==> src/hw/pesr_pkg.sv <==
/*
 * Package for the transceiver event and status register pair.
 * Assumes a management serial interface front end that decodes frames into
 * register number, read and write strobes and write data.
 */
package pesr_pkg;

	// ---------------------------------------------------------------
	// Register numbers
	// ---------------------------------------------------------------
	localparam logic [4:0] PESR_VENDOR_FIRST = 5'h10;
	localparam logic [4:0] PESR_VENDOR_LAST  = 5'h1d;
	localparam logic [4:0] PESR_REG_EVENT    = 5'h10;
	localparam logic [4:0] PESR_REG_STATUS   = 5'h11;

	// ---------------------------------------------------------------
	// Field positions
	// ---------------------------------------------------------------
	localparam int PESR_EN_LSB       = 8;
	localparam int PESR_NUM_EVENTS   = 7;
	localparam int PESR_ST_LINK_DOWN = 14;
	localparam int PESR_ST_DUPLEX    = 13;
	localparam int PESR_ST_SPEED     = 12;
	localparam int PESR_ST_NEG_DONE  = 10;
	localparam int PESR_ST_PAGE_STBL = 9;
	localparam int PESR_ST_NO_COMMON = 8;
	localparam int PESR_ST_POL_REV   = 5;

	// ---------------------------------------------------------------
	// Reset values
	// ---------------------------------------------------------------
	localparam logic [6:0]  PESR_EN_RESET   = 7'h00;
	localparam logic [6:0]  PESR_FLAG_RESET = 7'h00;
	localparam logic [15:0] PESR_RD_RESET   = 16'h0000;

	// Event vector, bit order matches flag bits 6..0.
	typedef struct packed {
		logic ack_rx;
		logic page_rx;
		logic link_change;
		logic negotiation_change;
		logic parallel_fault;
		logic remote_fault;
		logic jabber;
	} pesr_event_s;

	// Line state sampled from the transceiver core.
	typedef struct packed {
		logic std_link_state_bit;
		logic duplex_full;
		logic speed_100;
		logic std_negotiation_done_bit;
		logic page_stable;
		logic no_common_mode;
		logic polarity_reversed;
	} pesr_line_s;

	// Management access as decoded by the serial front end.
	typedef struct packed {
		logic        rd;
		logic        wr;
		logic [4:0]  regnum;
		logic [15:0] wdata;
	} pesr_mgmt_s;

endpackage

==> src/hw/pesr_regs.sv <==
/*
 * Event enable/flag register and vendor link status register.
 * Assumes the management front end gives one-cycle rd/wr strobes and samples
 * rdata_out the cycle after rd; all inputs are synchronous to sys_clk_in.
 */
`timescale 1ns/1ps
`default_nettype none
// Function
// - Vendor registers at numbers 16 to 29
// - Bit 14 enables acknowledge event interrupt
// - Bit 13 enables page received interrupt
// - Bit 12 enables link change interrupt
// - Bit 11 enables negotiation change interrupt
// - Bit 10 enables parallel fault interrupt
// - Bit 9 enables remote fault interrupt
// - Bit 8 enables jabber interrupt
// - Flag 6 latches acknowledge, clears on access
// - Flag 5 latches new page, clears on access
// - Flag 4 latches link change, clears on access
// - Flag 3 latches negotiation change, clears on access
// - Flag 2 set by parallel fault rise
// - Flag 1 set by remote fault rise
// - Flag 0 set by jabber rise
// - Status 14 inverts link bit, 1 down
// - Status 13 shows duplex, 1 full
// - Status 12 shows speed, 1 100M
// - Status 10 mirrors negotiation complete bit
// - Status 9 shows three identical words
// - Status 8 shows no common mode
// - Status 5 shows receive polarity reversed
module pesr_regs
	import pesr_pkg::*;
(
	input  wire logic        sys_clk_in,   // 100 MHz clock
	input  wire logic        rst_n_in,     // async reset, active low
	input  wire pesr_mgmt_s  mgmt_in,      // decoded management access
	input  wire pesr_event_s event_in,     // event levels from core
	input  wire pesr_line_s  line_in,      // line state from core
	output var  logic [15:0] rdata_out,    // read data, valid after rd
	output var  logic        rvalid_out,   // read data strobe
	output var  logic        irq_out       // event interrupt, active high
);

	// ---------------------------------------------------------------
	// Decode
	// ---------------------------------------------------------------
	function automatic logic is_reg(input logic [4:0] num, input logic [4:0] want);
		is_reg = (num == want);
	endfunction

	logic       ev_access;
	logic [6:0] ev_now;
	logic [6:0] ev_prev;
	logic [6:0] ev_rise;
	logic [6:0] event_en;
	logic [6:0] event_flag;
	logic [6:0] next_flag;
	logic       link_prev;
	logic       link_toggle;
	logic       link_armed;
	logic       ev_write;
	logic       st_read;
	logic [6:0] next_en;

	assign ev_access = (mgmt_in.rd | mgmt_in.wr) & is_reg(mgmt_in.regnum, PESR_REG_EVENT);
	assign ev_write  = mgmt_in.wr & is_reg(mgmt_in.regnum, PESR_REG_EVENT);
	assign st_read   = mgmt_in.rd & is_reg(mgmt_in.regnum, PESR_REG_STATUS);
	assign ev_now    = event_in;

	// ---------------------------------------------------------------
	// Event detection
	// ---------------------------------------------------------------
	// Edge detection keeps a fault that stays high from re-arming the flag
	// after every read.
	always_ff @(posedge sys_clk_in or negedge rst_n_in)
	begin
		if (!rst_n_in)
		begin
			ev_prev    <= PESR_FLAG_RESET;
			link_prev  <= 1'b0;
			link_armed <= 1'b0;
		end
		else
		begin
			ev_prev    <= ev_now;
			link_prev  <= line_in.std_link_state_bit;
			link_armed <= 1'b1;
		end
	end

	// The link level before reset is unknown, so the first edge after reset
	// only records it; otherwise a link that is up would look like a change.
	assign link_toggle = link_armed & (line_in.std_link_state_bit ^ link_prev);
	// Flags 6..3 follow their event strobes; 2..0 take rising edges only.
	assign ev_rise = {ev_now[6:5], ev_now[4] | link_toggle, ev_now[3],
			  ev_now[2:0] & ~ev_prev[2:0]};

	// ---------------------------------------------------------------
	// Enables and sticky flags
	// ---------------------------------------------------------------
	always_ff @(posedge sys_clk_in or negedge rst_n_in)
	begin
		if (!rst_n_in)
			event_en <= PESR_EN_RESET;
		else
			event_en <= next_en;
	end

	// The interrupt is built from the enables as they stand after this edge,
	// so a write that masks a pending flag drops the interrupt at once.
	always_comb
	begin
		next_en = event_en;
		if (ev_write)
			next_en = mgmt_in.wdata[PESR_EN_LSB +: PESR_NUM_EVENTS];
	end

	// Any access to the event register clears; a new event in the same cycle survives the clear.
	always_comb
	begin
		next_flag = ev_access ? PESR_FLAG_RESET : event_flag;
		next_flag = next_flag | ev_rise;
	end

	always_ff @(posedge sys_clk_in or negedge rst_n_in)
	begin
		if (!rst_n_in)
			event_flag <= PESR_FLAG_RESET;
		else
			event_flag <= next_flag;
	end

	always_ff @(posedge sys_clk_in or negedge rst_n_in)
	begin
		if (!rst_n_in)
			irq_out <= 1'b0;
		else
			irq_out <= |(next_flag & next_en);
	end

	// ---------------------------------------------------------------
	// Read path
	// ---------------------------------------------------------------
	// Registers 16 to 29 other than the two built here read as zero.
	always_ff @(posedge sys_clk_in or negedge rst_n_in)
	begin
		if (!rst_n_in)
		begin
			rdata_out  <= PESR_RD_RESET;
			rvalid_out <= 1'b0;
		end
		else
		begin
			rvalid_out <= mgmt_in.rd;
			if (mgmt_in.rd)
			begin
				rdata_out <= PESR_RD_RESET;
				if (is_reg(mgmt_in.regnum, PESR_REG_EVENT))
				begin
					rdata_out[PESR_EN_LSB +: PESR_NUM_EVENTS] <= event_en;
					rdata_out[PESR_NUM_EVENTS-1:0]            <= event_flag;
				end
				else if (is_reg(mgmt_in.regnum, PESR_REG_STATUS))
				begin
					rdata_out[PESR_ST_LINK_DOWN] <= ~line_in.std_link_state_bit;
					rdata_out[PESR_ST_DUPLEX]    <= line_in.duplex_full;
					rdata_out[PESR_ST_SPEED]     <= line_in.speed_100;
					rdata_out[PESR_ST_NEG_DONE]  <= line_in.std_negotiation_done_bit;
					rdata_out[PESR_ST_PAGE_STBL] <= line_in.page_stable;
					rdata_out[PESR_ST_NO_COMMON] <= line_in.no_common_mode;
					rdata_out[PESR_ST_POL_REV]   <= line_in.polarity_reversed;
				end
			end
		end
	end

	// ---------------------------------------------------------------
	// Checks
	// ---------------------------------------------------------------
	a_reg_window: assert property (@(posedge sys_clk_in) disable iff (!rst_n_in)
		(PESR_REG_EVENT >= PESR_VENDOR_FIRST) && (PESR_REG_EVENT <= PESR_VENDOR_LAST)
		&& (PESR_REG_STATUS >= PESR_VENDOR_FIRST) && (PESR_REG_STATUS <= PESR_VENDOR_LAST))
		else $error("register numbers outside vendor range");

	a_jabber_rise: assert property (@(posedge sys_clk_in) disable iff (!rst_n_in)
		event_in.jabber && !$past(event_in.jabber) |=> event_flag[0])
		else $error("jabber rise not latched");

	a_remote_rise: assert property (@(posedge sys_clk_in) disable iff (!rst_n_in)
		event_in.remote_fault && !$past(event_in.remote_fault) |=> event_flag[1])
		else $error("remote fault rise not latched");

	a_pfault_hold: assert property (@(posedge sys_clk_in) disable iff (!rst_n_in)
		event_flag[2] && !ev_access |=> event_flag[2])
		else $error("parallel fault flag dropped without access");

	a_access_clear: assert property (@(posedge sys_clk_in) disable iff (!rst_n_in)
		ev_access && !event_in.ack_rx |=> !event_flag[6])
		else $error("ack flag not cleared by access");

	a_page_latch: assert property (@(posedge sys_clk_in) disable iff (!rst_n_in)
		event_in.page_rx |=> event_flag[5])
		else $error("page flag not set");

	a_link_change: assert property (@(posedge sys_clk_in) disable iff (!rst_n_in)
		link_armed && $changed(line_in.std_link_state_bit) |=> event_flag[4])
		else $error("link change not latched");

	a_neg_change: assert property (@(posedge sys_clk_in) disable iff (!rst_n_in)
		event_in.negotiation_change |=> event_flag[3])
		else $error("negotiation change not latched");

	a_irq_gate: assert property (@(posedge sys_clk_in) disable iff (!rst_n_in)
		irq_out == |(event_flag & event_en))
		else $error("interrupt disagrees with enabled flags");

	a_link_read: assert property (@(posedge sys_clk_in) disable iff (!rst_n_in)
		mgmt_in.rd && is_reg(mgmt_in.regnum, PESR_REG_STATUS)
		|=> rdata_out[PESR_ST_LINK_DOWN] == !$past(line_in.std_link_state_bit))
		else $error("link down bit wrong");

	a_ack_enable: assert property (@(posedge sys_clk_in) disable iff (!rst_n_in)
		ev_write |=> event_en[6] == $past(mgmt_in.wdata[PESR_EN_LSB + 6]))
		else $error("acknowledge enable not written");

	a_page_enable: assert property (@(posedge sys_clk_in) disable iff (!rst_n_in)
		ev_write |=> event_en[5] == $past(mgmt_in.wdata[PESR_EN_LSB + 5]))
		else $error("page enable not written");

	a_link_enable: assert property (@(posedge sys_clk_in) disable iff (!rst_n_in)
		ev_write |=> event_en[4] == $past(mgmt_in.wdata[PESR_EN_LSB + 4]))
		else $error("link change enable not written");

	a_neg_enable: assert property (@(posedge sys_clk_in) disable iff (!rst_n_in)
		ev_write |=> event_en[3] == $past(mgmt_in.wdata[PESR_EN_LSB + 3]))
		else $error("negotiation enable not written");

	a_pfault_enable: assert property (@(posedge sys_clk_in) disable iff (!rst_n_in)
		ev_write |=> event_en[2] == $past(mgmt_in.wdata[PESR_EN_LSB + 2]))
		else $error("parallel fault enable not written");

	a_remote_enable: assert property (@(posedge sys_clk_in) disable iff (!rst_n_in)
		ev_write |=> event_en[1] == $past(mgmt_in.wdata[PESR_EN_LSB + 1]))
		else $error("remote fault enable not written");

	a_jabber_enable: assert property (@(posedge sys_clk_in) disable iff (!rst_n_in)
		ev_write |=> event_en[0] == $past(mgmt_in.wdata[PESR_EN_LSB]))
		else $error("jabber enable not written");

	a_enable_hold: assert property (@(posedge sys_clk_in) disable iff (!rst_n_in)
		!ev_write |=> $stable(event_en))
		else $error("enables changed without a write");

	a_irq_masked: assert property (@(posedge sys_clk_in) disable iff (!rst_n_in)
		(event_flag & event_en) == 7'h00 |-> !irq_out)
		else $error("interrupt raised with no enabled flag");

	a_irq_raise: assert property (@(posedge sys_clk_in) disable iff (!rst_n_in)
		(event_flag & event_en) != 7'h00 |-> irq_out)
		else $error("interrupt missing for an enabled flag");

	a_ack_latch: assert property (@(posedge sys_clk_in) disable iff (!rst_n_in)
		event_in.ack_rx |=> event_flag[6])
		else $error("ack flag not set");

	a_ack_hold: assert property (@(posedge sys_clk_in) disable iff (!rst_n_in)
		event_flag[6] && !ev_access |=> event_flag[6])
		else $error("ack flag dropped without access");

	a_page_hold: assert property (@(posedge sys_clk_in) disable iff (!rst_n_in)
		event_flag[5] && !ev_access |=> event_flag[5])
		else $error("page flag dropped without access");

	a_page_clear: assert property (@(posedge sys_clk_in) disable iff (!rst_n_in)
		ev_access && !event_in.page_rx |=> !event_flag[5])
		else $error("page flag not cleared by access");

	a_link_hold: assert property (@(posedge sys_clk_in) disable iff (!rst_n_in)
		event_flag[4] && !ev_access |=> event_flag[4])
		else $error("link change flag dropped without access");

	a_neg_hold: assert property (@(posedge sys_clk_in) disable iff (!rst_n_in)
		event_flag[3] && !ev_access |=> event_flag[3])
		else $error("negotiation flag dropped without access");

	a_neg_clear: assert property (@(posedge sys_clk_in) disable iff (!rst_n_in)
		ev_access && !event_in.negotiation_change |=> !event_flag[3])
		else $error("negotiation flag not cleared by access");

	a_pfault_rise: assert property (@(posedge sys_clk_in) disable iff (!rst_n_in)
		event_in.parallel_fault && !$past(event_in.parallel_fault) |=> event_flag[2])
		else $error("parallel fault rise not latched");

	a_remote_hold: assert property (@(posedge sys_clk_in) disable iff (!rst_n_in)
		event_flag[1] && !ev_access |=> event_flag[1])
		else $error("remote fault flag dropped without access");

	a_remote_clear: assert property (@(posedge sys_clk_in) disable iff (!rst_n_in)
		ev_access && !event_in.remote_fault |=> !event_flag[1])
		else $error("remote fault flag not cleared by access");

	a_jabber_hold: assert property (@(posedge sys_clk_in) disable iff (!rst_n_in)
		event_flag[0] && !ev_access |=> event_flag[0])
		else $error("jabber flag dropped without access");

	a_jabber_clear: assert property (@(posedge sys_clk_in) disable iff (!rst_n_in)
		ev_access && !event_in.jabber |=> !event_flag[0])
		else $error("jabber flag not cleared by access");

	a_flags_clear: assert property (@(posedge sys_clk_in) disable iff (!rst_n_in)
		ev_access && ev_now == 7'h00 && $stable(line_in.std_link_state_bit)
		|=> event_flag == PESR_FLAG_RESET)
		else $error("flags not cleared by a quiet access");

	a_event_read: assert property (@(posedge sys_clk_in) disable iff (!rst_n_in)
		ev_access && mgmt_in.rd |=> rdata_out == {1'b0, $past(event_en), 1'b0, $past(event_flag)})
		else $error("event register read back wrong");

	a_duplex_read: assert property (@(posedge sys_clk_in) disable iff (!rst_n_in)
		st_read |=> rdata_out[PESR_ST_DUPLEX] == $past(line_in.duplex_full))
		else $error("duplex bit wrong");

	a_speed_read: assert property (@(posedge sys_clk_in) disable iff (!rst_n_in)
		st_read |=> rdata_out[PESR_ST_SPEED] == $past(line_in.speed_100))
		else $error("speed bit wrong");

	a_negdone_read: assert property (@(posedge sys_clk_in) disable iff (!rst_n_in)
		st_read |=> rdata_out[PESR_ST_NEG_DONE] == $past(line_in.std_negotiation_done_bit))
		else $error("negotiation done bit wrong");

	a_page_read: assert property (@(posedge sys_clk_in) disable iff (!rst_n_in)
		st_read |=> rdata_out[PESR_ST_PAGE_STBL] == $past(line_in.page_stable))
		else $error("page stable bit wrong");

	a_nocommon_read: assert property (@(posedge sys_clk_in) disable iff (!rst_n_in)
		st_read |=> rdata_out[PESR_ST_NO_COMMON] == $past(line_in.no_common_mode))
		else $error("no common mode bit wrong");

	a_polarity_read: assert property (@(posedge sys_clk_in) disable iff (!rst_n_in)
		st_read |=> rdata_out[PESR_ST_POL_REV] == $past(line_in.polarity_reversed))
		else $error("polarity bit wrong");

	a_other_zero: assert property (@(posedge sys_clk_in) disable iff (!rst_n_in)
		mgmt_in.rd && !ev_access && !st_read |=> rdata_out == PESR_RD_RESET)
		else $error("unused register number did not read zero");

	a_read_strobe: assert property (@(posedge sys_clk_in) disable iff (!rst_n_in)
		mgmt_in.rd |=> rvalid_out)
		else $error("read strobe missing");

	a_strobe_idle: assert property (@(posedge sys_clk_in) disable iff (!rst_n_in)
		!mgmt_in.rd |=> !rvalid_out)
		else $error("read strobe without a read");

endmodule
`default_nettype wire

==> config.mk <==
export PLATFORM = sky130hd
export DESIGN_NAME = pesr_regs
export DESIGN_NICKNAME = d
export VERILOG_FILES = /design/src/hw/pesr_pkg.sv /design/src/hw/pesr_regs.sv
export SDC_FILE = /design/constraint.sdc
export NUM_CORES = 1
export LEC_CHECK = 0
export BUFFER_PORTS_ARGS = -buffer_cell sky130_fd_sc_hd__buf_2
export CAP_MARGIN = 20
export CELL_PAD_IN_SITES_DETAIL_PLACEMENT = 0
export CELL_PAD_IN_SITES_GLOBAL_PLACEMENT = 2
export CORE_ASPECT_RATIO = 1.4
export CORE_MARGIN = 2
export CORE_UTILIZATION = 31
export DETAILED_ROUTE_END_ITERATION = 16
export HOLD_SLACK_MARGIN = 0.05
export PLACE_DENSITY = 0.85
export SLEW_MARGIN = 10
export SYNTH_ARGS = -nofsm -noshare
export SYNTH_HDL_FRONTEND = slang
export SYNTH_SLANG_ARGS = --single-unit
export TNS_END_PERCENT = 50
==> constraint.sdc <==
create_clock -name sys_clk_in -period 3.5 [get_ports sys_clk_in]
set_input_delay 0.875 -clock sys_clk_in [delete_from_list [all_inputs] [get_ports sys_clk_in]]
set_output_delay 0.875 -clock sys_clk_in [all_outputs]
set_load 0.02 [all_outputs]
# --- After elaboration in Yosys (flattened, before gate mapping) ---
# Index checks and enable logic that the tools add are counted.
totals:
  ff_bits: 35
  input_bits: 39
  wordCells: 33
op_classes:
  n_eq_ne: 2
  muxes: 11
  n_bitwise: 11
  n_reduce_logical: 1
op_table:
  columns: ["operator", "n"]
  rows:
  - ["$mux 7", 2]
  - ["$mux 3", 4]
  - ["$eq 5x5->1 const B", 2]
  - ["$and 7x7->7", 1]
  - ["$or 7x7->7", 1]
  - ["$reduce_or 7->1", 1]
  - ["$mux 5", 1]
  - ["$mux 1", 4]
  - ["$and 1x1->1", 3]
  - ["$and 3x3->3", 1]
  - ["$not 3->3", 1]
  - ["$or 1x1->1", 2]
  - ["$not 1->1", 1]
  - ["$xor 1x1->1", 1]

# --- Logic depth before layout (Yosys ltp) ---
logic_depth:
  ltp_word: 6
  depth_mapped: 6

# --- Least setup slack after synthesis ---
# Ideal clock, no wire load.
synth_timing:
  path_type: "input to register"
  from: "input port mgmt_in[19] (netlist bit)"
  to: "register irq_out"
  setup_time_ns: 0.139
  arrival_time_ns: 1.994
  path_slack_ns: 1.368
  cell_stages: 5
  path_buffers: 0
  path_cell_list: "nor3b_4 > o211ai_2 > a221o_2 > a22oi_1 > nand3_1"
synth_via:
  elab_chain_len: 6
  elab_cells_between_ends: 8
synth_lines:
  columns: ["item", "line", "text"]
  rows:
  - ["start, declared", "pesr_regs.sv:36", "input wire pesr_mgmt_s mgmt_in,"]
  - ["$eq 5x5->1", "pesr_regs.sv:48", "is_reg = (num == want);"]
  - ["$and 1x1->1", "pesr_regs.sv:65", "assign ev_access = (mgmt_in.rd | mgmt_in.wr) & is_reg(mgmt_in.regnum, PESR_REG_EVENT);"]
  - ["$mux 7", "pesr_regs.sv:121", "next_flag = ev_access ? PESR_FLAG_RESET : event_flag;"]
  - ["$or 7x7->7", "pesr_regs.sv:122", "next_flag = next_flag | ev_rise;"]
  - ["net next_flag[4]", "pesr_regs.sv:57", "logic [6:0] next_flag;"]
  - ["$and 7x7->7", "pesr_regs.sv:138", "irq_out <= |(next_flag & next_en);"]
  - ["$reduce_or 7->1", "pesr_regs.sv:138", null]
  - ["end signal, assigned", "pesr_regs.sv:138", null]
  - ["end, declared", "pesr_regs.sv:41", "output var logic irq_out"]
# The timed path passes the listed nets, and every way through them passes these cells.
# A chain may end at the register's enable or synchronous reset.

# --- Worst setup path after layout ---
layout_timing:
  from: "input port mgmt_in[22] (netlist bit)"
  to: "register irq_out"
layout_via:
  elab_chain_len: 6
layout_lines:
  columns: ["item", "line"]
  rows:
  - ["$or 1x1->1", "pesr_regs.sv:65"]
  - ["$and 1x1->1", "pesr_regs.sv:65"]
  - ["$mux 7", "pesr_regs.sv:121"]
  - ["$or 7x7->7", "pesr_regs.sv:122"]
  - ["net next_flag[1]", "pesr_regs.sv:57"]
  - ["$and 7x7->7", "pesr_regs.sv:138"]
  - ["$reduce_or 7->1", "pesr_regs.sv:138"]
# The timed path passes the listed nets, and every way through them passes these cells.

==> flow_summary_export.csv <==
group,metric,value,unit
cts,insertion_delay,290,ps
routing,ant_nets,0,
cts,cts-root-buf,"clkbuf_8",
sta,relSlewSlack,0.490,
floorplanning,rows,29,
finish,syn_to_final_growth,25.3,%
critical_path,crit_path_start_kind,"primary input",
worst_hold_path,min_path_type,"reg -> reg",
routing,drc_errors,0,
floorplanning,dieArea,0.00511,mm^2
synthesis,ys_seq_area_frac,0.621,
power,p_leak,0.834,nW
routing,wl_per_cell,14.0,um
critical_path,cp.arrival,2320,ps
finish,antenna_cells,0,
routing,dr.pass1.iters,4,
finish,final_cell_area,0.00177,mm^2
synthesis,synthArstFlopShare,1.00,
synthesis,synth_seq_cells,35,
critical_path,cp.required,3650,ps
place,pre_cts_ws,1020,ps
routing,via_per_inst,4.56,
place,place_inst,216,
cts,htreeDepth,2,
sta,clock_skew,4.89,ps
routing,drt-initial-drc-count,24,
place,hpwl,2300,um
synthesis,yosys-top-cells-area,"dfrtp_1, a22oi_1, mux2_2",
place,place_area,0.00168,mm^2
synthesis,syn-cell-area,0.00141,mm^2
floorplanning,start_util,0.316,
power,power_density,481,mW/mm^2
sta,period_minus_slack,2170,ps
critical_path,worst-path-max-fanout,30,
place,portBuffers,45,
global_routing,grt_first_pass_wirelength,5200,um
floorplanning,die_x,61,um
global_routing,grt_pass1_vias,1112,
sta,setup_slack,1330,ps
cts,cts_resized,0,
critical_path,regToRegSetupSlack,2220,ps
sta,finalHoldViolations,0,
routing,vias,1022,
critical_path,crit_path_end,"irq_out",
synthesis,synth_top_area_cell,"dfrtp_1",
sta,drv_slew,0,
synthesis,netlist.area_leader.share,0.621,
cts,cts_tree,"done",
sta,setup-tns-final,0,ps
synthesis,yosysUniqueCellTypes,25,
global_routing,grtUsageTotal,0.140,
critical_path,critPathLaunch,"mgmt_in[22]",
global_routing,grt_max_degree,36,
critical_path,critPathKind,"in -> reg",
finish,final_cells,224,
power,ir_drop,0.000190,V
synthesis,yosysMostFrequentCell,"dfrtp_1",
sta,worstMarginPinSlew,765,ps
cts,clock-sinks,35,
global_routing,antenna_found_initial,0,
status,status,"finished, final reports clean",
synthesis,synth_edf_count,0,
cts,cts_buffers,5,
critical_path,reg2reg_depth,4,
floorplanning,ios,57,
synthesis,ys_warn_count,0,
critical_path,crit_path_end_kind,"flop",
synthesis,synthFlopType,"dfrtp_1",
finish,nNetsFinal,200,
cts,clkTransAtPathRegs,70,ps
sta,setup_viol,0,
synthesis,synth_commonest_cells,"dfrtp_1, inv_1, a22oi_1, nand3_1",
cts,post_cts_buffers,0,
place,gp_congestion,0.747,
run,maxCapViolCount,0,
cts,clock_path_buffers,2,
floorplanning,core,0.00446,mm^2
sta,fmax,461,MHz
routing,drt_wl_total,3140,um
critical_path,r2r_end,"irq_out",
floorplanning,fp.dieH,83.8,um
global_routing,grt_overflow,0,
critical_path,reg2reg_from,"link_prev",
cts,ctsHoldBuffers,0,
finish,drive_above_1_share,0.432,
sta,period_share,0.620,
synthesis,syn_inst,116,
synthesis,syn_avg_cell_area,12.2,um^2
sta,grt_setup_unrepaired,"no",
-- kinds of logic after synthesis --
logic type | after synthesis | synth area share
flip-flops | 35 | 0.621
XOR/XNOR | 1 | 0.00621
multiplexers | 7 | 0.0612
buffers and inverters | 19 | 0.0568
AND/OR/NAND/NOR | 20 | 0.0879
other | 2 | 0.00533
AO/OA/AOI/OAI | 32 | 0.161
-- registers in the layout, indices dropped and copies added, names as in the netlist --
register / flops
ev_prev: 3
irq_out: 1
link_prev: 1
event_flag: 7
event_en: 7
rvalid_out: 1
link_armed: 1
rdata_out: 14
-- placed cells by master (no fill, tap or decap) --
| master | count |
|---|---|
| nor2_2 | 1 |
| mux2_2 | 4 |
| a21o_2 | 3 |
| clkinv_2 | 1 |
| nand3_1 | 8 |
| and3b_1 | 1 |
| a22oi_1 | 9 |
| xor2_1 | 1 |
| a222oi_1 | 1 |
| mux2_1 | 1 |
| o211ai_2 | 1 |
| o21ai_1 | 7 |
| and2_1 | 1 |
| clkbuf_8 | 5 |
| buf_2 | 45 |
| a22o_2 | 3 |
| dfrtp_1 | 35 |
| inv_1 | 11 |
| clkinvlp_4 | 2 |
| nor3b_4 | 1 |
| a221o_2 | 1 |
| a21oi_1 | 7 |
| nor2_1 | 7 |
| mux2_4 | 2 |
| nand3_4 | 1 |
| conb_1 | 3 |
-- where the power goes --
group          leakage (nW)  internal [mW]  total (mW)  switching (mW)
Clock                0.0402          0.138       0.285           0.147
Combinational         0.378         0.0487       0.112          0.0629
Sequential            0.416          0.436       0.453          0.0163
-- worst min-delay path by stage --
stage | from | slack [ps] | depth (start not counted) | endpoint
CTS | link_armed | 510 | 1 | event_flag[4]
global route | link_armed | 530 | 1 | event_flag[4]
detailed placement | link_armed | 500 | 1 | event_flag[4]
finish | link_armed | 510 | 1 | event_flag[4]
global placement | link_armed | 490 | 1 | event_flag[4]
floorplan | event_en[3] | 470 | 2 | rdata_out[11]
-- metal layers --
| layer | global-route usage | vias up | share of wire |
|---|---|---|---|
| met3 | 0.0465 | 5 | 0.041 |
| met5 | 0 | - | 0 |
| met2 | 0.240 | 22 | 0.56 |
| li1 | - | 486 | - |
| met1 | 0.152 | 509 | 0.38 |
| met4 | 0.0593 | 0 | 0.018 |
-- critical path: stages --
cell,delay (ps)
buf_2,420
o211ai_2,260
a22o_2,280
a222oi_1,360
nand3_1,120
-- final cells by class --
type | count | area, um^2
clock buffer | 5 | 68.8
multi-input combinational | 63 | 458
clock inverter | 3 | 20.0
timing repair buffer | 45 | 225
sequential | 35 | 876
fill | 464 | 2700
tap | 62 | 77.6
inverter | 11 | 41.3
-- per-stage QoR --
step / util / hold WS [ps] / total power, mW
after detailed placement: 0.376 / 495 / 0.573
after floorplan: - / 470 / 0.523
final: 0.396 / 507 / 0.850
after global placement: 0.376 / 486 / 0.571
after global routing: 0.396 / 527 / 0.896
after CTS: 0.396 / 512 / 0.866
No activity file was read; power rests on OpenSTA's default activity.
